==> src/crpc_params.svh <==
// Named offsets, field positions, reset values and timing counts of the clock/reset/power block.
`ifndef CRPC_PARAMS_SVH
`define CRPC_PARAMS_SVH

// ****************************************************************
// Register byte offsets
// ****************************************************************
`define CRPC_ADDR_W 8
`define CRPC_OFS_SYSCTRL 8'h00
`define CRPC_OFS_STATUS 8'h04
`define CRPC_OFS_MASK 8'h08
`define CRPC_OFS_MODRST 8'h0c
`define CRPC_OFS_MODE 8'h10

// ****************************************************************
// Field positions
// ****************************************************************
`define CRPC_BIT_STOP_SEL 0
`define CRPC_BIT_LDO_LP 1
`define CRPC_BIT_SLOW_SUB 12
`define CRPC_BIT_FAST_SUB 13
`define CRPC_BIT_CLK_TOP 14
`define CRPC_EV_PAD_WAKE 0
`define CRPC_EV_LP_ENTRY 1
`define CRPC_EV_WAKE 2
`define CRPC_EV_PIN_RST 3
`define CRPC_EV_WATCHDOG_RST 4
`define CRPC_EV_W 5
`define CRPC_NUM_MODULES 8

// ****************************************************************
// Reset values and bus answers
// ****************************************************************
`define CRPC_SYSCTRL_RST 32'h0000_0000
`define CRPC_SYSCTRL_MASK 32'h0000_7003
`define CRPC_STATUS_RST 5'h00
`define CRPC_MASK_RST 5'h00
`define CRPC_RESP_OKAY 2'h0
`define CRPC_RESP_SLVERR 2'h2

// ****************************************************************
// Timing
// ****************************************************************
`define CRPC_CLK_PERIOD_NS 10
`define CRPC_RST_HOLD_NS 160
`define CRPC_RST_HOLD_CYC ((`CRPC_RST_HOLD_NS + `CRPC_CLK_PERIOD_NS - 1) / `CRPC_CLK_PERIOD_NS)
`define CRPC_CNT_W 5

`endif

==> src/crpc_pkg.sv <==
// Types shared by the clock/reset/power block.
package crpc_pkg;

  typedef enum logic [1:0] {
    MODE_RUN = 2'h0,
    MODE_SLEEP = 2'h1,
    MODE_DEEP = 2'h3,
    MODE_STOP = 2'h2
  } crpc_mode_type;

  typedef enum logic [1:0] {
    SRC_INT_FAST = 2'h0,
    SRC_EXT_FAST = 2'h1,
    SRC_INT_SLOW = 2'h2,
    SRC_EXT_SLOW = 2'h3
  } crpc_src_type;

  typedef enum logic [1:0] {
    REG_ACTIVE = 2'h0,
    REG_STANDBY = 2'h1,
    REG_LOW_POWER = 2'h2
  } crpc_reg_type;

  typedef struct packed {
    logic fastIntEn;
    logic fastExtEn;
    logic slowIntEn;
    logic slowExtEn;
    logic sysClkEn;
    logic cpuClkEn;
  } crpc_clk_ctl_type;

  typedef struct packed {
    logic debugN;
    logic chipN;
    logic flashN;
    logic padN;
  } crpc_scope_type;

endpackage : crpc_pkg

==> src/crpc_sync.sv <==
// Two-flop synchroniser for levels arriving from pins.
`timescale 1ns/100ps
module crpc_sync #(
  parameter int WIDTH = 1
) (
  input wire logic clk,
  input wire logic rstN,
  input wire logic clkEn,
  input wire logic [WIDTH-1:0] resetValue,
  input wire logic [WIDTH-1:0] d,
  output logic [WIDTH-1:0] q
);

  logic [WIDTH-1:0] stage1;

  // The reset value is a tie-off constant at every instance.
  always_ff @(posedge clk or negedge rstN) begin
    if (!rstN) begin
      stage1 <= '0;
      q <= '0;
    end else if (clkEn) begin
      stage1 <= d ^ resetValue;
      q <= stage1;
    end
  end

endmodule : crpc_sync

==> src/crpc_top.sv <==
// Clock selection, reset scope distribution and low-power mode sequencing.
//
// Overview of operation
// - Clock source from control field three bits
// - Top zero: fast sub-select picks fast source
// - Top one: slow sub-select picks slow source
// - Pin reset resets all but debug
// - Watchdog reset spares flash and pad logic
// - Module reset touches only its module
// - Sleep: regulator as in run, wake controller runs
// - DeepSleep: regulator standby, fast clocks stopped
// - Stop: all clocks off, regulator standby
// - Only pad wake (interrupting) or a pin/watchdog reset leaves Stop
// - Low-speed run: slow clock, low-power regulator
// - Low-speed run ends only by reset
`timescale 1ns/100ps
`include "crpc_params.svh"
module crpc_top (
  input wire logic sys_clk,
  input wire logic rst_n,
  input wire logic clkEn,
  input wire logic [`CRPC_ADDR_W-1:0] s_axi_awaddr,
  input wire logic s_axi_awvalid,
  output logic s_axi_awready,
  input wire logic [31:0] s_axi_wdata,
  input wire logic [3:0] s_axi_wstrb,
  input wire logic s_axi_wvalid,
  output logic s_axi_wready,
  output logic [1:0] s_axi_bresp,
  output logic s_axi_bvalid,
  input wire logic s_axi_bready,
  input wire logic [`CRPC_ADDR_W-1:0] s_axi_araddr,
  input wire logic s_axi_arvalid,
  output logic s_axi_arready,
  output logic [31:0] s_axi_rdata,
  output logic [1:0] s_axi_rresp,
  output logic s_axi_rvalid,
  input wire logic s_axi_rready,
  input wire logic coreSleepReq,
  input wire logic coreDeepSleep,
  input wire logic coreWakeEvent,
  input wire logic watchdogReset,
  input wire logic padWake,
  input wire logic resetPin_n,
  output crpc_pkg::crpc_clk_ctl_type clkCtl,
  output crpc_pkg::crpc_src_type sysClkSource,
  output crpc_pkg::crpc_reg_type regulatorMode,
  output crpc_pkg::crpc_mode_type powerMode,
  output logic wakeCtlActive,
  output logic lowSpeedRun,
  output crpc_pkg::crpc_scope_type rstScope_n,
  output logic [`CRPC_NUM_MODULES-1:0] moduleRst_n,
  output logic irq
);

  // ****************************************************************
  // Reset release and pin synchronisers
  // ****************************************************************
  logic rstMeta;
  logic rstSync_n;

  always_ff @(posedge sys_clk or negedge rst_n) begin
    if (!rst_n) begin
      rstMeta <= 1'b0;
      rstSync_n <= 1'b0;
    end else begin
      rstMeta <= 1'b1;
      rstSync_n <= rstMeta;
    end
  end

  logic [1:0] pinSync;
  logic padLevelPrev;

  // The reset pin is inverted inside the synchroniser so that idle reads as zero.
  crpc_sync #(.WIDTH(2)) u_pin_sync (
    .clk(sys_clk),
    .rstN(rstSync_n),
    .clkEn(clkEn),
    .resetValue(2'h2),
    .d({resetPin_n, padWake}),
    .q(pinSync)
  );

  logic pinResetReq;
  logic padWakeRise;
  logic softClear;
  assign pinResetReq = pinSync[1];
  assign padWakeRise = pinSync[0] & ~padLevelPrev;
  assign softClear = pinResetReq | watchdogReset;

  // ****************************************************************
  // Register bus
  // ****************************************************************
  logic [`CRPC_ADDR_W-1:0] awAddr;
  logic awHeld;
  logic [31:0] wData;
  logic [3:0] wStrb;
  logic wHeld;
  logic [31:0] sysCtrl;
  logic [`CRPC_EV_W-1:0] status;
  logic [`CRPC_EV_W-1:0] mask;
  logic [`CRPC_NUM_MODULES-1:0] modRstPulse;
  logic [`CRPC_EV_W-1:0] eventSet;

  logic [`CRPC_ADDR_W-1:0] next_awAddr;
  logic next_awHeld;
  logic [31:0] next_wData;
  logic [3:0] next_wStrb;
  logic next_wHeld;
  logic next_bvalid;
  logic [1:0] next_bresp;
  logic next_rvalid;
  logic [31:0] next_rdata;
  logic [1:0] next_rresp;
  logic [31:0] next_sysCtrl;
  logic [`CRPC_EV_W-1:0] next_status;
  logic [`CRPC_EV_W-1:0] next_mask;
  logic [`CRPC_NUM_MODULES-1:0] next_modRstPulse;
  logic next_irq;

  always_comb begin
    logic [31:0] byteMask;
    logic [31:0] written;
    logic [`CRPC_EV_W-1:0] readClear;
    logic doWrite;
    byteMask = '0;
    written = '0;
    readClear = '0;
    doWrite = 1'b0;
    next_awAddr = awAddr;
    next_awHeld = awHeld;
    next_wData = wData;
    next_wStrb = wStrb;
    next_wHeld = wHeld;
    next_bvalid = s_axi_bvalid;
    next_bresp = s_axi_bresp;
    next_rvalid = s_axi_rvalid;
    next_rdata = s_axi_rdata;
    next_rresp = s_axi_rresp;
    next_sysCtrl = sysCtrl;
    next_mask = mask;
    next_modRstPulse = '0;
    if (s_axi_awvalid && s_axi_awready) begin
      next_awAddr = s_axi_awaddr;
      next_awHeld = 1'b1;
    end
    if (s_axi_wvalid && s_axi_wready) begin
      next_wData = s_axi_wdata;
      next_wStrb = s_axi_wstrb;
      next_wHeld = 1'b1;
    end
    if (s_axi_bvalid && s_axi_bready) begin
      next_bvalid = 1'b0;
    end
    if (awHeld && wHeld && !s_axi_bvalid) begin
      doWrite = 1'b1;
      next_awHeld = 1'b0;
      next_wHeld = 1'b0;
      next_bvalid = 1'b1;
      next_bresp = `CRPC_RESP_OKAY;
    end
    for (int b = 0; b < 4; b++) begin
      byteMask[b*8 +: 8] = {8{wStrb[b]}};
    end
    written = (sysCtrl & ~byteMask) | (wData & byteMask);
    if (doWrite) begin
      unique case (awAddr)
        `CRPC_OFS_SYSCTRL: begin
          next_sysCtrl = written & `CRPC_SYSCTRL_MASK;
          if (lowSpeedRun) begin
            // Slow clock and low-power regulator stay locked until a reset.
            next_sysCtrl[`CRPC_BIT_CLK_TOP] = 1'b1;
            next_sysCtrl[`CRPC_BIT_LDO_LP] = 1'b1;
          end
        end
        `CRPC_OFS_MASK: begin
          if (wStrb[0]) begin
            next_mask = wData[`CRPC_EV_W-1:0];
          end
        end
        `CRPC_OFS_MODRST: begin
          if (wStrb[0]) begin
            next_modRstPulse = wData[`CRPC_NUM_MODULES-1:0];
          end
        end
        `CRPC_OFS_STATUS, `CRPC_OFS_MODE: begin
        end
        default: begin
          next_bresp = `CRPC_RESP_SLVERR;
        end
      endcase
    end
    if (s_axi_rvalid && s_axi_rready) begin
      next_rvalid = 1'b0;
    end
    if (s_axi_arvalid && s_axi_arready) begin
      next_rvalid = 1'b1;
      next_rresp = `CRPC_RESP_OKAY;
      next_rdata = '0;
      unique case (s_axi_araddr)
        `CRPC_OFS_SYSCTRL: next_rdata = sysCtrl;
        `CRPC_OFS_STATUS: begin
          next_rdata[`CRPC_EV_W-1:0] = status;
          readClear = status;
        end
        `CRPC_OFS_MASK: next_rdata[`CRPC_EV_W-1:0] = mask;
        `CRPC_OFS_MODRST: next_rdata[`CRPC_NUM_MODULES-1:0] = ~moduleRst_n;
        `CRPC_OFS_MODE: next_rdata[4:0] = {regulatorMode, lowSpeedRun, powerMode};
        default: next_rresp = `CRPC_RESP_SLVERR;
      endcase
    end
    // Clearing by read only drops bits the read returned; a new event in that cycle survives.
    next_status = (status & ~readClear) | eventSet;
    if (softClear) begin
      next_sysCtrl = `CRPC_SYSCTRL_RST;
    end
    next_irq = |(next_status & next_mask);
  end

  always_ff @(posedge sys_clk or negedge rstSync_n) begin
    if (!rstSync_n) begin
      awAddr <= '0;
      awHeld <= 1'b0;
      wData <= '0;
      wStrb <= '0;
      wHeld <= 1'b0;
      s_axi_awready <= 1'b0;
      s_axi_wready <= 1'b0;
      s_axi_arready <= 1'b0;
      s_axi_bvalid <= 1'b0;
      s_axi_bresp <= `CRPC_RESP_OKAY;
      s_axi_rvalid <= 1'b0;
      s_axi_rdata <= '0;
      s_axi_rresp <= `CRPC_RESP_OKAY;
      sysCtrl <= `CRPC_SYSCTRL_RST;
      status <= `CRPC_STATUS_RST;
      mask <= `CRPC_MASK_RST;
      modRstPulse <= '0;
      irq <= 1'b0;
    end else if (clkEn) begin
      awAddr <= next_awAddr;
      awHeld <= next_awHeld;
      wData <= next_wData;
      wStrb <= next_wStrb;
      wHeld <= next_wHeld;
      s_axi_awready <= !next_awHeld;
      s_axi_wready <= !next_wHeld;
      s_axi_arready <= !next_rvalid;
      s_axi_bvalid <= next_bvalid;
      s_axi_bresp <= next_bresp;
      s_axi_rvalid <= next_rvalid;
      s_axi_rdata <= next_rdata;
      s_axi_rresp <= next_rresp;
      sysCtrl <= next_sysCtrl;
      status <= next_status;
      mask <= next_mask;
      modRstPulse <= next_modRstPulse;
      irq <= next_irq;
    end
  end

  // ****************************************************************
  // Reset scopes
  // ****************************************************************
  logic [`CRPC_CNT_W-1:0] holdCnt;
  logic holdFromPin;
  logic [`CRPC_CNT_W-1:0] next_holdCnt;
  logic next_holdFromPin;
  crpc_pkg::crpc_scope_type next_rstScope_n;

  always_comb begin
    next_holdCnt = holdCnt;
    next_holdFromPin = holdFromPin;
    if (pinResetReq) begin
      next_holdCnt = `CRPC_CNT_W'(`CRPC_RST_HOLD_CYC);
      next_holdFromPin = 1'b1;
    end else if (watchdogReset) begin
      next_holdCnt = `CRPC_CNT_W'(`CRPC_RST_HOLD_CYC);
      // A pin reset already under way keeps its wider scope.
      next_holdFromPin = holdFromPin && (holdCnt != '0);
    end else if (holdCnt != '0) begin
      next_holdCnt = holdCnt - `CRPC_CNT_W'(1);
    end
    // Debug logic falls only under the power-on reset of this block.
    next_rstScope_n.debugN = 1'b1;
    next_rstScope_n.chipN = (next_holdCnt == '0);
    next_rstScope_n.flashN = (next_holdCnt == '0) || !next_holdFromPin;
    next_rstScope_n.padN = (next_holdCnt == '0) || !next_holdFromPin;
  end

  always_ff @(posedge sys_clk or negedge rstSync_n) begin
    if (!rstSync_n) begin
      holdCnt <= '0;
      holdFromPin <= 1'b0;
      rstScope_n <= '0;
    end else if (clkEn) begin
      holdCnt <= next_holdCnt;
      holdFromPin <= next_holdFromPin;
      rstScope_n <= next_rstScope_n;
    end
  end

  // Each module has its own hold counter so one module's reset never touches another.
  genvar m;
  generate
    for (m = 0; m < `CRPC_NUM_MODULES; m++) begin : g_mod_rst
      logic [`CRPC_CNT_W-1:0] modCnt;
      logic [`CRPC_CNT_W-1:0] next_modCnt;
      always_comb begin
        next_modCnt = modCnt;
        if (modRstPulse[m]) begin
          next_modCnt = `CRPC_CNT_W'(`CRPC_RST_HOLD_CYC);
        end else if (modCnt != '0) begin
          next_modCnt = modCnt - `CRPC_CNT_W'(1);
        end
      end
      always_ff @(posedge sys_clk or negedge rstSync_n) begin
        if (!rstSync_n) begin
          modCnt <= '0;
          moduleRst_n[m] <= 1'b0;
        end else if (clkEn) begin
          modCnt <= next_modCnt;
          moduleRst_n[m] <= (next_modCnt == '0) && (next_holdCnt == '0);
        end
      end
    end
  endgenerate

  // ****************************************************************
  // Power mode sequencer
  // ****************************************************************
  crpc_pkg::crpc_mode_type next_powerMode;
  logic next_lowSpeedRun;
  crpc_pkg::crpc_src_type next_sysClkSource;
  crpc_pkg::crpc_reg_type next_regulatorMode;
  crpc_pkg::crpc_clk_ctl_type next_clkCtl;
  logic next_wakeCtlActive;

  always_comb begin
    logic slowTop;
    logic wantFastInt;
    logic wantFastExt;
    slowTop = sysCtrl[`CRPC_BIT_CLK_TOP];
    next_powerMode = powerMode;
    eventSet = '0;
    unique case (powerMode)
      crpc_pkg::MODE_RUN: begin
        // The core sets its deep bit before the wait request arrives.
        if (coreSleepReq) begin
          eventSet[`CRPC_EV_LP_ENTRY] = 1'b1;
          if (!coreDeepSleep) begin
            next_powerMode = crpc_pkg::MODE_SLEEP;
          end else if (sysCtrl[`CRPC_BIT_STOP_SEL]) begin
            next_powerMode = crpc_pkg::MODE_STOP;
          end else begin
            next_powerMode = crpc_pkg::MODE_DEEP;
          end
        end
      end
      crpc_pkg::MODE_SLEEP, crpc_pkg::MODE_DEEP: begin
        if (coreWakeEvent || padWakeRise) begin
          next_powerMode = crpc_pkg::MODE_RUN;
          eventSet[`CRPC_EV_WAKE] = 1'b1;
        end
      end
      crpc_pkg::MODE_STOP: begin
        // Core events are ignored here; only the pad edge or a pin or watchdog reset restarts the clocks.
        if (padWakeRise) begin
          next_powerMode = crpc_pkg::MODE_RUN;
          eventSet[`CRPC_EV_WAKE] = 1'b1;
          eventSet[`CRPC_EV_PAD_WAKE] = 1'b1;
        end
      end
    endcase
    eventSet[`CRPC_EV_PIN_RST] = pinResetReq;
    eventSet[`CRPC_EV_WATCHDOG_RST] = watchdogReset;
    // Entry needs both the slow-source top bit and the regulator bit set, in any order.
    next_lowSpeedRun = lowSpeedRun || (slowTop && sysCtrl[`CRPC_BIT_LDO_LP]);
    if (softClear) begin
      next_powerMode = crpc_pkg::MODE_RUN;
      next_lowSpeedRun = 1'b0;
    end
    // Top bit picks the pair, the pair's own sub-select picks the member.
    if (!slowTop) begin
      next_sysClkSource = sysCtrl[`CRPC_BIT_FAST_SUB] ?
        crpc_pkg::SRC_EXT_FAST : crpc_pkg::SRC_INT_FAST;
    end else begin
      next_sysClkSource = sysCtrl[`CRPC_BIT_SLOW_SUB] ?
        crpc_pkg::SRC_EXT_SLOW : crpc_pkg::SRC_INT_SLOW;
    end
    wantFastInt = (next_sysClkSource == crpc_pkg::SRC_INT_FAST);
    wantFastExt = (next_sysClkSource == crpc_pkg::SRC_EXT_FAST);
    next_clkCtl = '0;
    next_wakeCtlActive = 1'b0;
    next_regulatorMode = next_lowSpeedRun ? crpc_pkg::REG_LOW_POWER : crpc_pkg::REG_ACTIVE;
    unique case (next_powerMode)
      crpc_pkg::MODE_RUN: begin
        next_clkCtl.fastIntEn = wantFastInt;
        next_clkCtl.fastExtEn = wantFastExt;
        next_clkCtl.slowIntEn = 1'b1;
        next_clkCtl.slowExtEn = (next_sysClkSource == crpc_pkg::SRC_EXT_SLOW);
        next_clkCtl.sysClkEn = 1'b1;
        next_clkCtl.cpuClkEn = 1'b1;
      end
      crpc_pkg::MODE_SLEEP: begin
        // Core clock off, wake controller alive, system clock keeps running.
        next_clkCtl.fastIntEn = wantFastInt;
        next_clkCtl.fastExtEn = wantFastExt;
        next_clkCtl.slowIntEn = 1'b1;
        next_clkCtl.slowExtEn = (next_sysClkSource == crpc_pkg::SRC_EXT_SLOW);
        next_clkCtl.sysClkEn = 1'b1;
        next_wakeCtlActive = 1'b1;
      end
      crpc_pkg::MODE_DEEP: begin
        // Fast sources stop; the system clock runs on only from a slow source.
        next_clkCtl.slowIntEn = 1'b1;
        next_clkCtl.slowExtEn = (next_sysClkSource == crpc_pkg::SRC_EXT_SLOW);
        next_clkCtl.sysClkEn = slowTop;
        next_wakeCtlActive = 1'b1;
        next_regulatorMode = crpc_pkg::REG_STANDBY;
      end
      crpc_pkg::MODE_STOP: begin
        next_wakeCtlActive = 1'b1;
        next_regulatorMode = crpc_pkg::REG_STANDBY;
      end
    endcase
  end

  always_ff @(posedge sys_clk or negedge rstSync_n) begin
    if (!rstSync_n) begin
      powerMode <= crpc_pkg::MODE_RUN;
      lowSpeedRun <= 1'b0;
      sysClkSource <= crpc_pkg::SRC_INT_FAST;
      regulatorMode <= crpc_pkg::REG_ACTIVE;
      clkCtl <= '0;
      wakeCtlActive <= 1'b0;
      padLevelPrev <= 1'b0;
    end else if (clkEn) begin
      powerMode <= next_powerMode;
      lowSpeedRun <= next_lowSpeedRun;
      sysClkSource <= next_sysClkSource;
      regulatorMode <= next_regulatorMode;
      clkCtl <= next_clkCtl;
      wakeCtlActive <= next_wakeCtlActive;
      padLevelPrev <= pinSync[0];
    end
  end

endmodule : crpc_top

==> config.mk <==
export PLATFORM = sky130hd
export DESIGN_NAME = crpc_top
export DESIGN_NICKNAME = d
export VERILOG_FILES = /design/src/crpc_pkg.sv /design/src/crpc_sync.sv /design/src/crpc_top.sv
export VERILOG_INCLUDE_DIRS = /design/src /design/src/src
export SDC_FILE = /design/constraint.sdc
export NUM_CORES = 1
export LEC_CHECK = 0
export BUFFER_PORTS_ARGS = -buffer_cell sky130_fd_sc_hd__buf_2
export CAP_MARGIN = 20
export CORE_ASPECT_RATIO = 0.8
export CORE_MARGIN = 1
export CORE_UTILIZATION = 56
export CTS_BUF_LIST = sky130_fd_sc_hd__clkbuf_8 sky130_fd_sc_hd__clkbuf_16
export CTS_CLUSTER_SIZE = 24
export DETAILED_ROUTE_END_ITERATION = 16
export PLACE_DENSITY = 0.78
export SYNTH_ARGS = -nofsm -noshare
export SYNTH_HDL_FRONTEND = slang
export SYNTH_SLANG_ARGS = --single-unit
export TNS_END_PERCENT = 50
==> constraint.sdc <==
create_clock -name sys_clk -period 5.38 [get_ports sys_clk]
set_input_delay 0.269 -clock sys_clk [delete_from_list [all_inputs] [get_ports sys_clk]]
set_output_delay 0.269 -clock sys_clk [all_outputs]
set_load 0.05 [all_outputs]
### Word-level counts from Yosys, hierarchy flattened

Index checks and enable logic that the tools add are counted.

| word-level totals | value |
|---|---|
| word-level logic and storage cells | 229 |
| input bits | 66 |
| output and inout port bits | 68 |
| register bits | 197 |

| operators by class | value |
|---|---|
| add/subtract/negate cells | 9 |
| mux-type cells | 73 |
| bitwise logic cells | 13 |
| eq/ne operators | 16 |
| reduce and logical (&&, ||, !) cells | 63 |

Operators with widths:

| operator | count |
|---|---|
| two-way mux 5 bit | 24 |
| two-way mux 32 bit | 3 |
| logical NOT 5 bit | 9 |
| nonzero test 5 bit | 9 |
| subtractor 5 x 1 -> 5 bit, second input constant | 9 |
| == test 8 x 4 -> 1 bit, second input constant | 4 |
| AND 15 bit | 2 |
| two-way mux 2 bit | 13 |
| case mux 5 bit (5 select lines) | 1 |
| two-way mux 1 bit | 24 |
| two-way mux 24 bit | 1 |
| two-way mux 8 bit | 3 |
| logical AND 1 bit | 17 |
| == test 8 x 3 -> 1 bit, second input constant | 2 |
| == test 8 x 5 -> 1 bit, second input constant | 2 |
| logical NOT 8 bit | 2 |
| NOT 15 bit | 1 |
| bitwise OR 15 bit | 1 |
| OR reduction 5 bit | 3 |
| case mux 3 bit (2 select lines) | 2 |
| AND 5 bit | 2 |
| == test 2 bit, second input constant | 5 |
| NOT 8 bit | 1 |
| AND reduction 2 bit | 4 |
| 15 further kinds | 30 |

### Logic depth before layout (Yosys ltp)

Gate-level depths: netlist (run 1).

| depth | value |
|---|---|
| depth in word-level cells | 9 |
| gate-level depth with buffers | 8 |
| depth with buffers taken out | 7 |

### Hierarchy

Synthesis (run 1) repeated with hierarchy kept, for this count alone.

| unflattened totals | value |
|---|---|
| cell total of the unflattened synthesis | 725 |
| area, all modules | 7,125.6 um^2 |

Modules (own cells, without submodules):

| module | cells each | area each (um^2) | times used |
|---|---|---|---|
| crpc_top | 713 | 6,967.9 | 1 |
| crpc_sync | 12 | 157.7 | 1 |

### Least setup slack after synthesis (run 1)

Ideal clock, no wire load.

| path | value |
|---|---|
| kind | register to register |
| start | register s_axi_arready |
| end | register irq |
| path slack | 3,538 ps |
| cell stages (with the launch flop) | 6 |
| data arrival time | 1,716 ps |
| data required time | 5,254 ps |
| setup time | 126 ps |
| cells stage by stage | dfrtp_1 > and3b_1 > nand4b_1 > a21oi_1 > o22ai_1 > o32a_1 |

| on the way | value |
|---|---|
| word-level cells in the longest chain between the ends | 7 |

RTL lines:

| what | line | text |
|---|---|---|
| start, declared | crpc_top.sv:34 | `output logic s_axi_arready,` |
| start signal, assigned | crpc_top.sv:249 | `s_axi_arready <= !next_rvalid;` |
| logical AND 1 bit | crpc_top.sv:197 | `if (s_axi_arvalid && s_axi_arready) begin` |
| two-way mux 5 bit | crpc_top.sv:197 |  |
| NOT 5 bit | crpc_top.sv:214 | `next_status = (status & ~readClear) \| eventSet;` |
| AND 5 bit | crpc_top.sv:214 |  |
| bitwise OR 5 bit | crpc_top.sv:214 |  |
| AND 5 bit | crpc_top.sv:218 | `next_irq = \|(next_status & next_mask);` |
| OR reduction 5 bit | crpc_top.sv:218 |  |
| end signal, assigned | crpc_top.sv:259 | `irq <= next_irq;` |
| end, declared | crpc_top.sv:53 | `output logic irq` |

No other way between the ends.
A chain may end at the register's enable or synchronous reset.

### Worst setup path after layout (run 1)

| path | value |
|---|---|
| start | register g_mod_rst[2].modCnt[0] |
| end | register moduleRst_n[2] |

| on the way | value |
|---|---|
| word-level cells in the longest chain between the ends | 5 |
| elaborated cells between the ends (all ways) | 6 |
| those cells by class | 1 x add/sub; 2 x mux; 3 x reduce/logical |

RTL lines:

| what | line | text |
|---|---|---|
| start, declared | crpc_top.sv:308 | `` logic [`CRPC_CNT_W-1:0] modCnt; `` |
| start signal, assigned | crpc_top.sv:323 | `modCnt <= next_modCnt;` |
| subtractor 5 x 1 -> 5 bit or nonzero test 5 bit (tied branches) | crpc_top.sv:315, crpc_top.sv:314 |  |
| two-way mux 5 bit (*) | crpc_top.sv:314 | `end else if (modCnt != '0) begin` |
| two-way mux 5 bit (*) | crpc_top.sv:312 | `if (modRstPulse[m]) begin` |
| logical NOT 5 bit (*) | crpc_top.sv:324 | `moduleRst_n[m] <= (next_modCnt == '0) && (next_holdCnt == '0);` |
| logical AND 1 bit (*) | crpc_top.sv:324 |  |
| end signal, assigned by index | crpc_top.sv:324 |  |
| end, declared | crpc_top.sv:52 | `` output logic [`CRPC_NUM_MODULES-1:0] moduleRst_n, `` |

Every way passes the cells marked *; elsewhere a longest branch is shown, timed or not.

==> flow_summary.ini, run 1 <==
[placement]
gp_congestion = 0.8231
hpwl_mm = 11.32
numPortBuffers = 88
dp_worst_setup_slack_ns = 2.898

[min_path]
hold_path.class = in -> reg

[synth]
synth_edf_count = 0
yosys_register_bits = 144
synth.largest_area_cell = dfrtp_1
yosysTopAreaCellShare = 0.5005
synthesis.area_um2 = 7199
synthFlopType = dfrtp_1
ys_top_cells_by_area = dfrtp_1 50%, o21ai_0 5.9%, mux2_2 5.0%
syn_avg_cell_area_um2 = 9.677
yosysSeqAreaShare = 0.5005
synth_cell_types = 57
async_flop_share = 1.000
synth_cells = 744
yosysWarnings = 0

[global_routing]
grt_pass1_wl_mm = 26.52
grt_pass1_vias = 5421
grt_overflow_total = 0
grt_usage = 0.2610
antenna_found_initial = 0
grt_max_degree = 79

[clock_tree]
clkSinkCount = 144
cts_tree = yes
htree_levels = 4
cts_buffer_depth = 2
cts_made_buffers = 17
cts_setup_buffers = 0
clockRootBuffer = clkbuf_16
clock_latency_ns = 0.42
path_clk_slew_ns = 0.06

[timing]
worst_pin_slew_ns = 0.8545
relSlewSlack = 0.4282
finalSetupViolations = 0
rsz0062_at_grt = false
period_needed_ns = 2.143
setup_tns_ns = 0
layout_setup_ws_ns = 3.237
fin_crit_sh = 0.3983
finalHoldViolCount = 0
fin_skew_ns = 0.006355
slew_viol_final = 0
max_freq_mhz = 466.6

[cells_and_area]
synthToLayoutAreaGrowth_pct = 15.09
multiInputGateArea_um2 = 3179
final_layout_size_suffix_gt1_frac = 0.2091
num_antenna_cells = 0
fill_cells = 947
final_nets = 900
seqCellArea_um2 = 3607

[drt]
wl_mm = 16.43
vias = 5808
drc = 0
firstDrtPassIters = 7
viasPerCell = 5.762
wl_per_cell_um = 16.30
drt_iter0_drc = 477
ant_nets = 0

[power]
leakagePower_uw = 0.003912
max-vdd-ir-drop_uv = 292.1
p_per_area_nw_per_um2 = 498.2

[die]
ios = 134
coreArea_um2 = 12340
die_h_um = 103.4
start_util = 0.5833
die_w_um = 128.8
die_area_um2 = 13320
row_count = 36

[critical_path]
worstPathArrival_ns = 2.50
critical_path.max_fanout = 6
worstSetupPathType = reg -> reg
startpoint_type = register
end_kind = register
required_ns = 5.74

[job]
maxCapViolCount = 0

[outcome]
status = finished clean
[sequential cells by signal, summed over array words and instances (netlist names), 3 cells and up, named ones only]
signal,cells
g_mod_rst.modCnt,40
s_axi_rdata,11
wData,11
awAddr,8
modRstPulse,8
moduleRst_n,8
clkCtl,6
holdCnt,5
mask,5
status,5
sysCtrl,5
rstScope_n,3
[area by class of cell]
cell class | instances | share of cell area
clock buffer | 21 | 0.05799
tap | 171 | 0.02582
timing repair buffer | 92 | 0.05738
inverter | 52 | 0.02356
sequential | 144 | 0.4354
multi-input combinational | 518 | 0.3837
clock inverter | 10 | 0.01616
[final timing paths]
path	slack, ns	from	end	cells past startpoint
setup / recovery	3.24	g_mod_rst[2].modCnt[0]$_DFFE_PN0P_	moduleRst_n[2]$_DFFE_PN0P_	7
hold / removal	0.02	resetPin_n	u_pin_sync.stage1[1]$_DFFE_PN0P_	2
setup reg to reg	3.24	g_mod_rst[2].modCnt[0]$_DFFE_PN0P_	moduleRst_n[2]$_DFFE_PN0P_	7
hold reg to reg	0.32	rstSync_n$_DFF_PN0_	g_mod_rst[5].modCnt[1]$_DFFE_PN0P_	0
max in group asynchronous	3.96	rstSync_n$_DFF_PN0_	moduleRst_n[4]$_DFFE_PN0P_	1
min in group asynchronous	0.15	rst_n	rstSync_n$_DFF_PN0_	2
[Yosys cell counts, types with 6 or more instances]
library cell and instances:
nand2b_1 10, nor2b_1 15, o22ai_1 9, nor2_1 45, mux2i_1 14, ha_1 9
mux2_2 32, nor4b_1 6, dfrtp_1 144, buf_4 24, a21oi_1 38, clkbuf_1 21
nand3_1 36, nor3_1 21, a22o_1 14, or3_1 6, o31ai_1 8, o21ai_0 85
a41o_1 6, nand2_1 79, inv_1 52
[timing repair]
action | 4_1_cts | 5_1_grt
hold buffers | 1 | 0
resized for setup | 0 | 0
endpoints found under the hold margin | 2 | 0
[placed cells by master, fill, tap and decap left out, types with 8 or more instances in the layout]
cell,netlist,final
a21oi_1,38,38
clkbuf_16,0,17
nand2_1,79,79
nand2b_1,10,10
dfrtp_1,144,143
o21ai_0,85,85
o31ai_1,8,8
mux2i_1,14,14
conb_1,2,23
ha_1,9,9
o22ai_1,9,9
nor2b_1,15,15
buf_2,1,87
nand3_1,36,36
nor2_1,45,45
mux2_2,32,32
inv_1,52,52
nor3_1,21,21
a22o_1,14,14
[worst max-delay path, stage by stage, from the launching register on]
cell      delay, ns
dfrtp_1        0.43
inv_1          0.14
ha_1           0.24
nand2b_1       0.10
or3_1          0.39
or3_1          0.32
a211oi_1       0.26
a41o_1         0.20
[power by group]
group          internal, µW  total (µW)  switching (µW)  leakage (µW)
clock network           772        1210             442      0.000301
logic                   500        1220             722       0.00181
registers              1360        1690             335       0.00180
total                  2630        4130            1500       0.00391
[cells by family after synthesis]
kind of cell,after synthesis,share of synthesized area
multiplexers,46,0.06952
AO/OA/AOI/OAI,194,0.1649
buffers and inverters,103,0.06882
AND/OR/NAND/NOR,246,0.1795
adder cells (fa/ha/maj),9,0.01564
flip-flops,144,0.5005
other,2,0.001043
[routing by layer]
| metal | up-vias | GRT usage | share of wire |
|---|---|---|---|
| li1 | 2752 | - | - |
| met1 | 2810 | 0.3356 | 0.43 |
| met2 | 210 | 0.4320 | 0.49 |
| met3 | 36 | 0.06173 | 0.052 |
| met4 | 0 | 0.1041 | 0.024 |
| met5 | - | 0 | 0 |
[through the flow]
| step | total power, µW | cells | cell area [µm²] | util | hold slack, ns |
|---|---|---|---|---|---|
| 2_1_floorplan | 2598 | 765 | 7278 | - | -0.02659 |
| 3_3_place_gp | 2795 | 976 | 7661 | 0.6207 | 0.05534 |
| 3_5_place_dp | 2899 | 976 | 7661 | 0.6207 | 0.05708 |
| 4_1_cts | 4134 | 1008 | 8285 | 0.6713 | 0.008640 |
| 5_1_grt | 4381 | 1008 | 8285 | 0.6713 | 0.02574 |
| 6_report | 4128 | 1008 | 8285 | 0.6713 | 0.02037 |
Note: power is estimated with default switching activity, not from simulation.
==> run 2, diff against run 1 <==
==> constraint.sdc (replaced) <==
create_clock -name sys_clk -period 2.05 [get_ports sys_clk]
set_input_delay 0.1025 -clock sys_clk [delete_from_list [all_inputs] [get_ports sys_clk]]
set_output_delay 0.1025 -clock sys_clk [all_outputs]
set_load 0.05 [all_outputs]
==> run 2 against run 1 <==
Compared with the run above:
- flip-flop and latch count did not move
- final cell count rose by 4.4%
- hold slack improved by 0.010 ns
- power rose to 2.7 times the previous value
- final area rose by 6.1%
- clock power rose to 2.7 times the previous value
- core utilization rose by 4.1 points
- maximum frequency rose by 8.2%
- critical path type unchanged
- wire length rose by 5.3%
- sequential share of layout area fell by 2.5 points
- combinational power rose to 2.9 times the previous value
==> flow_summary.ini, run 2 (same netlist as run 1, synthesis figures left out) <==
[outcome]
status = finished clean

[placement]
gp_congestion = 0.8564
dp_cells = 990
hpwl_mm = 11.55
placed_area_um2 = 7804
numPortBuffers = 88

[critical_path]
rrSetupSlack_ns = 0.07
worstPathArrival_ns = 2.35
worstSetupPathType = reg -> reg
cp_cell_sequence = inv_1 -> ha_2 -> nand2b_1 -> or3_4 -> or3_1 -> a211oi_2 -> a41o_1
startpoint = g_mod_rst[2].modCnt[0]$_DFFE_PN0P_
end_kind = register
regToRegStartpoint = g_mod_rst[2].modCnt[0]$_DFFE_PN0P_
worst_r2r_endpoint = moduleRst_n[2]$_DFFE_PN0P_
required_ns = 2.42
cp_slowest_cell = dfrtp_1
rr_worst_depth = 7
critPathMaxStageDelay_ns = 0.42
critical_path.max_fanout = 6
startpoint_type = register

[timing]
finalSetupViolations = 0
period_needed_ns = 1.981
worst_pin_slew_ns = 0.6411
rsz0062_at_grt = true
fin_skew_ns = 0.007260
fin_crit_sh = 0.9662
setup_tns_ns = 0
whs_ns = 0.03064
relSlewSlack = 0.5666
slew_viol_final = 0
finalHoldViolCount = 0
max_freq_mhz = 504.9

[global_routing]
grt_pass1_wl_mm = 27.75
grt_pass1_vias = 5780
grt_overflow_total = 0
grt_max_degree = 75
antenna_found_initial = 0
grt_usage = 0.2734

[clock_tree]
clockRootBuffer = clkbuf_16
cts_buffer_depth = 2
clkSinkCount = 144
htree_levels = 4
path_clk_slew_ns = 0.06
clock_latency_ns = 0.43
cts_tree = yes
cts_made_buffers = 17

[cells_and_area]
final_layout_size_suffix_gt1_frac = 0.2281
synthToLayoutAreaGrowth_pct = 22.05
finish.instance_area_um2 = 8787
final-instance-count-excl-fill = 1052
fin_util = 0.7120
largest_register_ffs = 40
final_nets = 943
layout_commonest_cell = dfrtp_1
num_antenna_cells = 0
top_register = g_mod_rst.modCnt
final_cell_mix = 143 x dfrtp_1, 87 x buf_2, 85 x o21ai_0
reg_top3 = g_mod_rst.modCnt x40, s_axi_rdata x11, wData x11

[power]
p_sw_uw = 4087
p_per_area_nw_per_um2 = 1276
p_int_uw = 7124
leakagePower_uw = 0.004117
max-vdd-ir-drop_uv = 897.4
switching_share = 0.3646
power.share.sequential = 0.391
clockPowerShare = 0.293
power_frac_comb = 0.315

[drt]
wl_met1_mm = 7.549
wl_mm = 17.30
vias = 6073
viasPerCell = 5.773
ant_nets = 0
firstDrtPassIters = 5
met3_length_um = 949
top_layer = met4
drt_iter0_drc = 474
dr_wl_met2_mm = 8.405
wl_per_cell_um = 16.45
drc = 0

[die]
coreArea_um2 = 12340
die_h_um = 103.4
row_count = 36
die_w_um = 128.8
die_area_um2 = 13320
ios = 134
start_util = 0.5833

[min_path]
hold_path.class = in -> reg
hp-start = watchdogReset
worstHoldPathCells = 3
whs_endpoint = holdFromPin$_DFFE_PN0P_

[job]
maxCapViolCount = 0
run 2: metal layers:
metal  up-vias  global-route usage
met5         -                   0
met4         0             0.09683
met3        39             0.06739
met2       215              0.4561
met1      2975              0.3517
li1       2844                   -
run 2: worst max path at each step:
stage	end	slack [ns]	cells past startpoint
global route	moduleRst_n[7]$_DFFE_PN0P_	-0.03	7
CTS	moduleRst_n[2]$_DFFE_PN0P_	0.006	7
floorplan	irq$_DFFE_PN0P_	0.21	5
finish	moduleRst_n[2]$_DFFE_PN0P_	0.07	7
detailed placement	moduleRst_n[2]$_DFFE_PN0P_	0.05	7
global placement	moduleRst_n[3]$_DFFE_PN0P_	0.13	7
run 2: final cells by class:
cell class,count,area (µm²)
Sequential cell,144,3607
Fill cell,906,3555
Multi-Input combinational cell,518,3233
Timing Repair Buffer,135,908.4
Clock buffer,18,439.2
Tap cell,171,214.0
Inverter,52,195.2
Clock inverter,14,190.2
run 2: stage by stage:
step / total power, µW / setup slack (ns)
finish: 11210 / 0.06932
global route: 11870 / -0.02650
CTS: 11080 / 0.005629
detailed placement: 7686 / 0.04669
global placement: 7435 / 0.1262
floorplan: 6819 / 0.2079
run 2: worst max-delay path: cells and delay by family (launching register included):
family,cells,cell delay (ns)
compound gates,2,0.37
fa+ha+maj,1,0.23
buf+inv,1,0.12
flops,1,0.42
simple gates,3,0.77
run 2: repair_timing:
action | 4_1_cts | 5_1_grt
endpoints found under the hold margin | 30 | 0
hold buffers | 30 | 0
gates resized for setup | 0 | 12
setup buffers | 0 | 0
endpoints found under the setup margin | 0 | 7
run 2: power groups by stage:
stage                     clock, µW  combinational, µW  sequential, µW
final                          3280               3540            4390
after global routing           3450               3910            4510
after CTS                      3320               3420            4350
after detailed placement          0               3310            4370
after global placement            0               3120            4320
after floorplan                   0               2350            4460
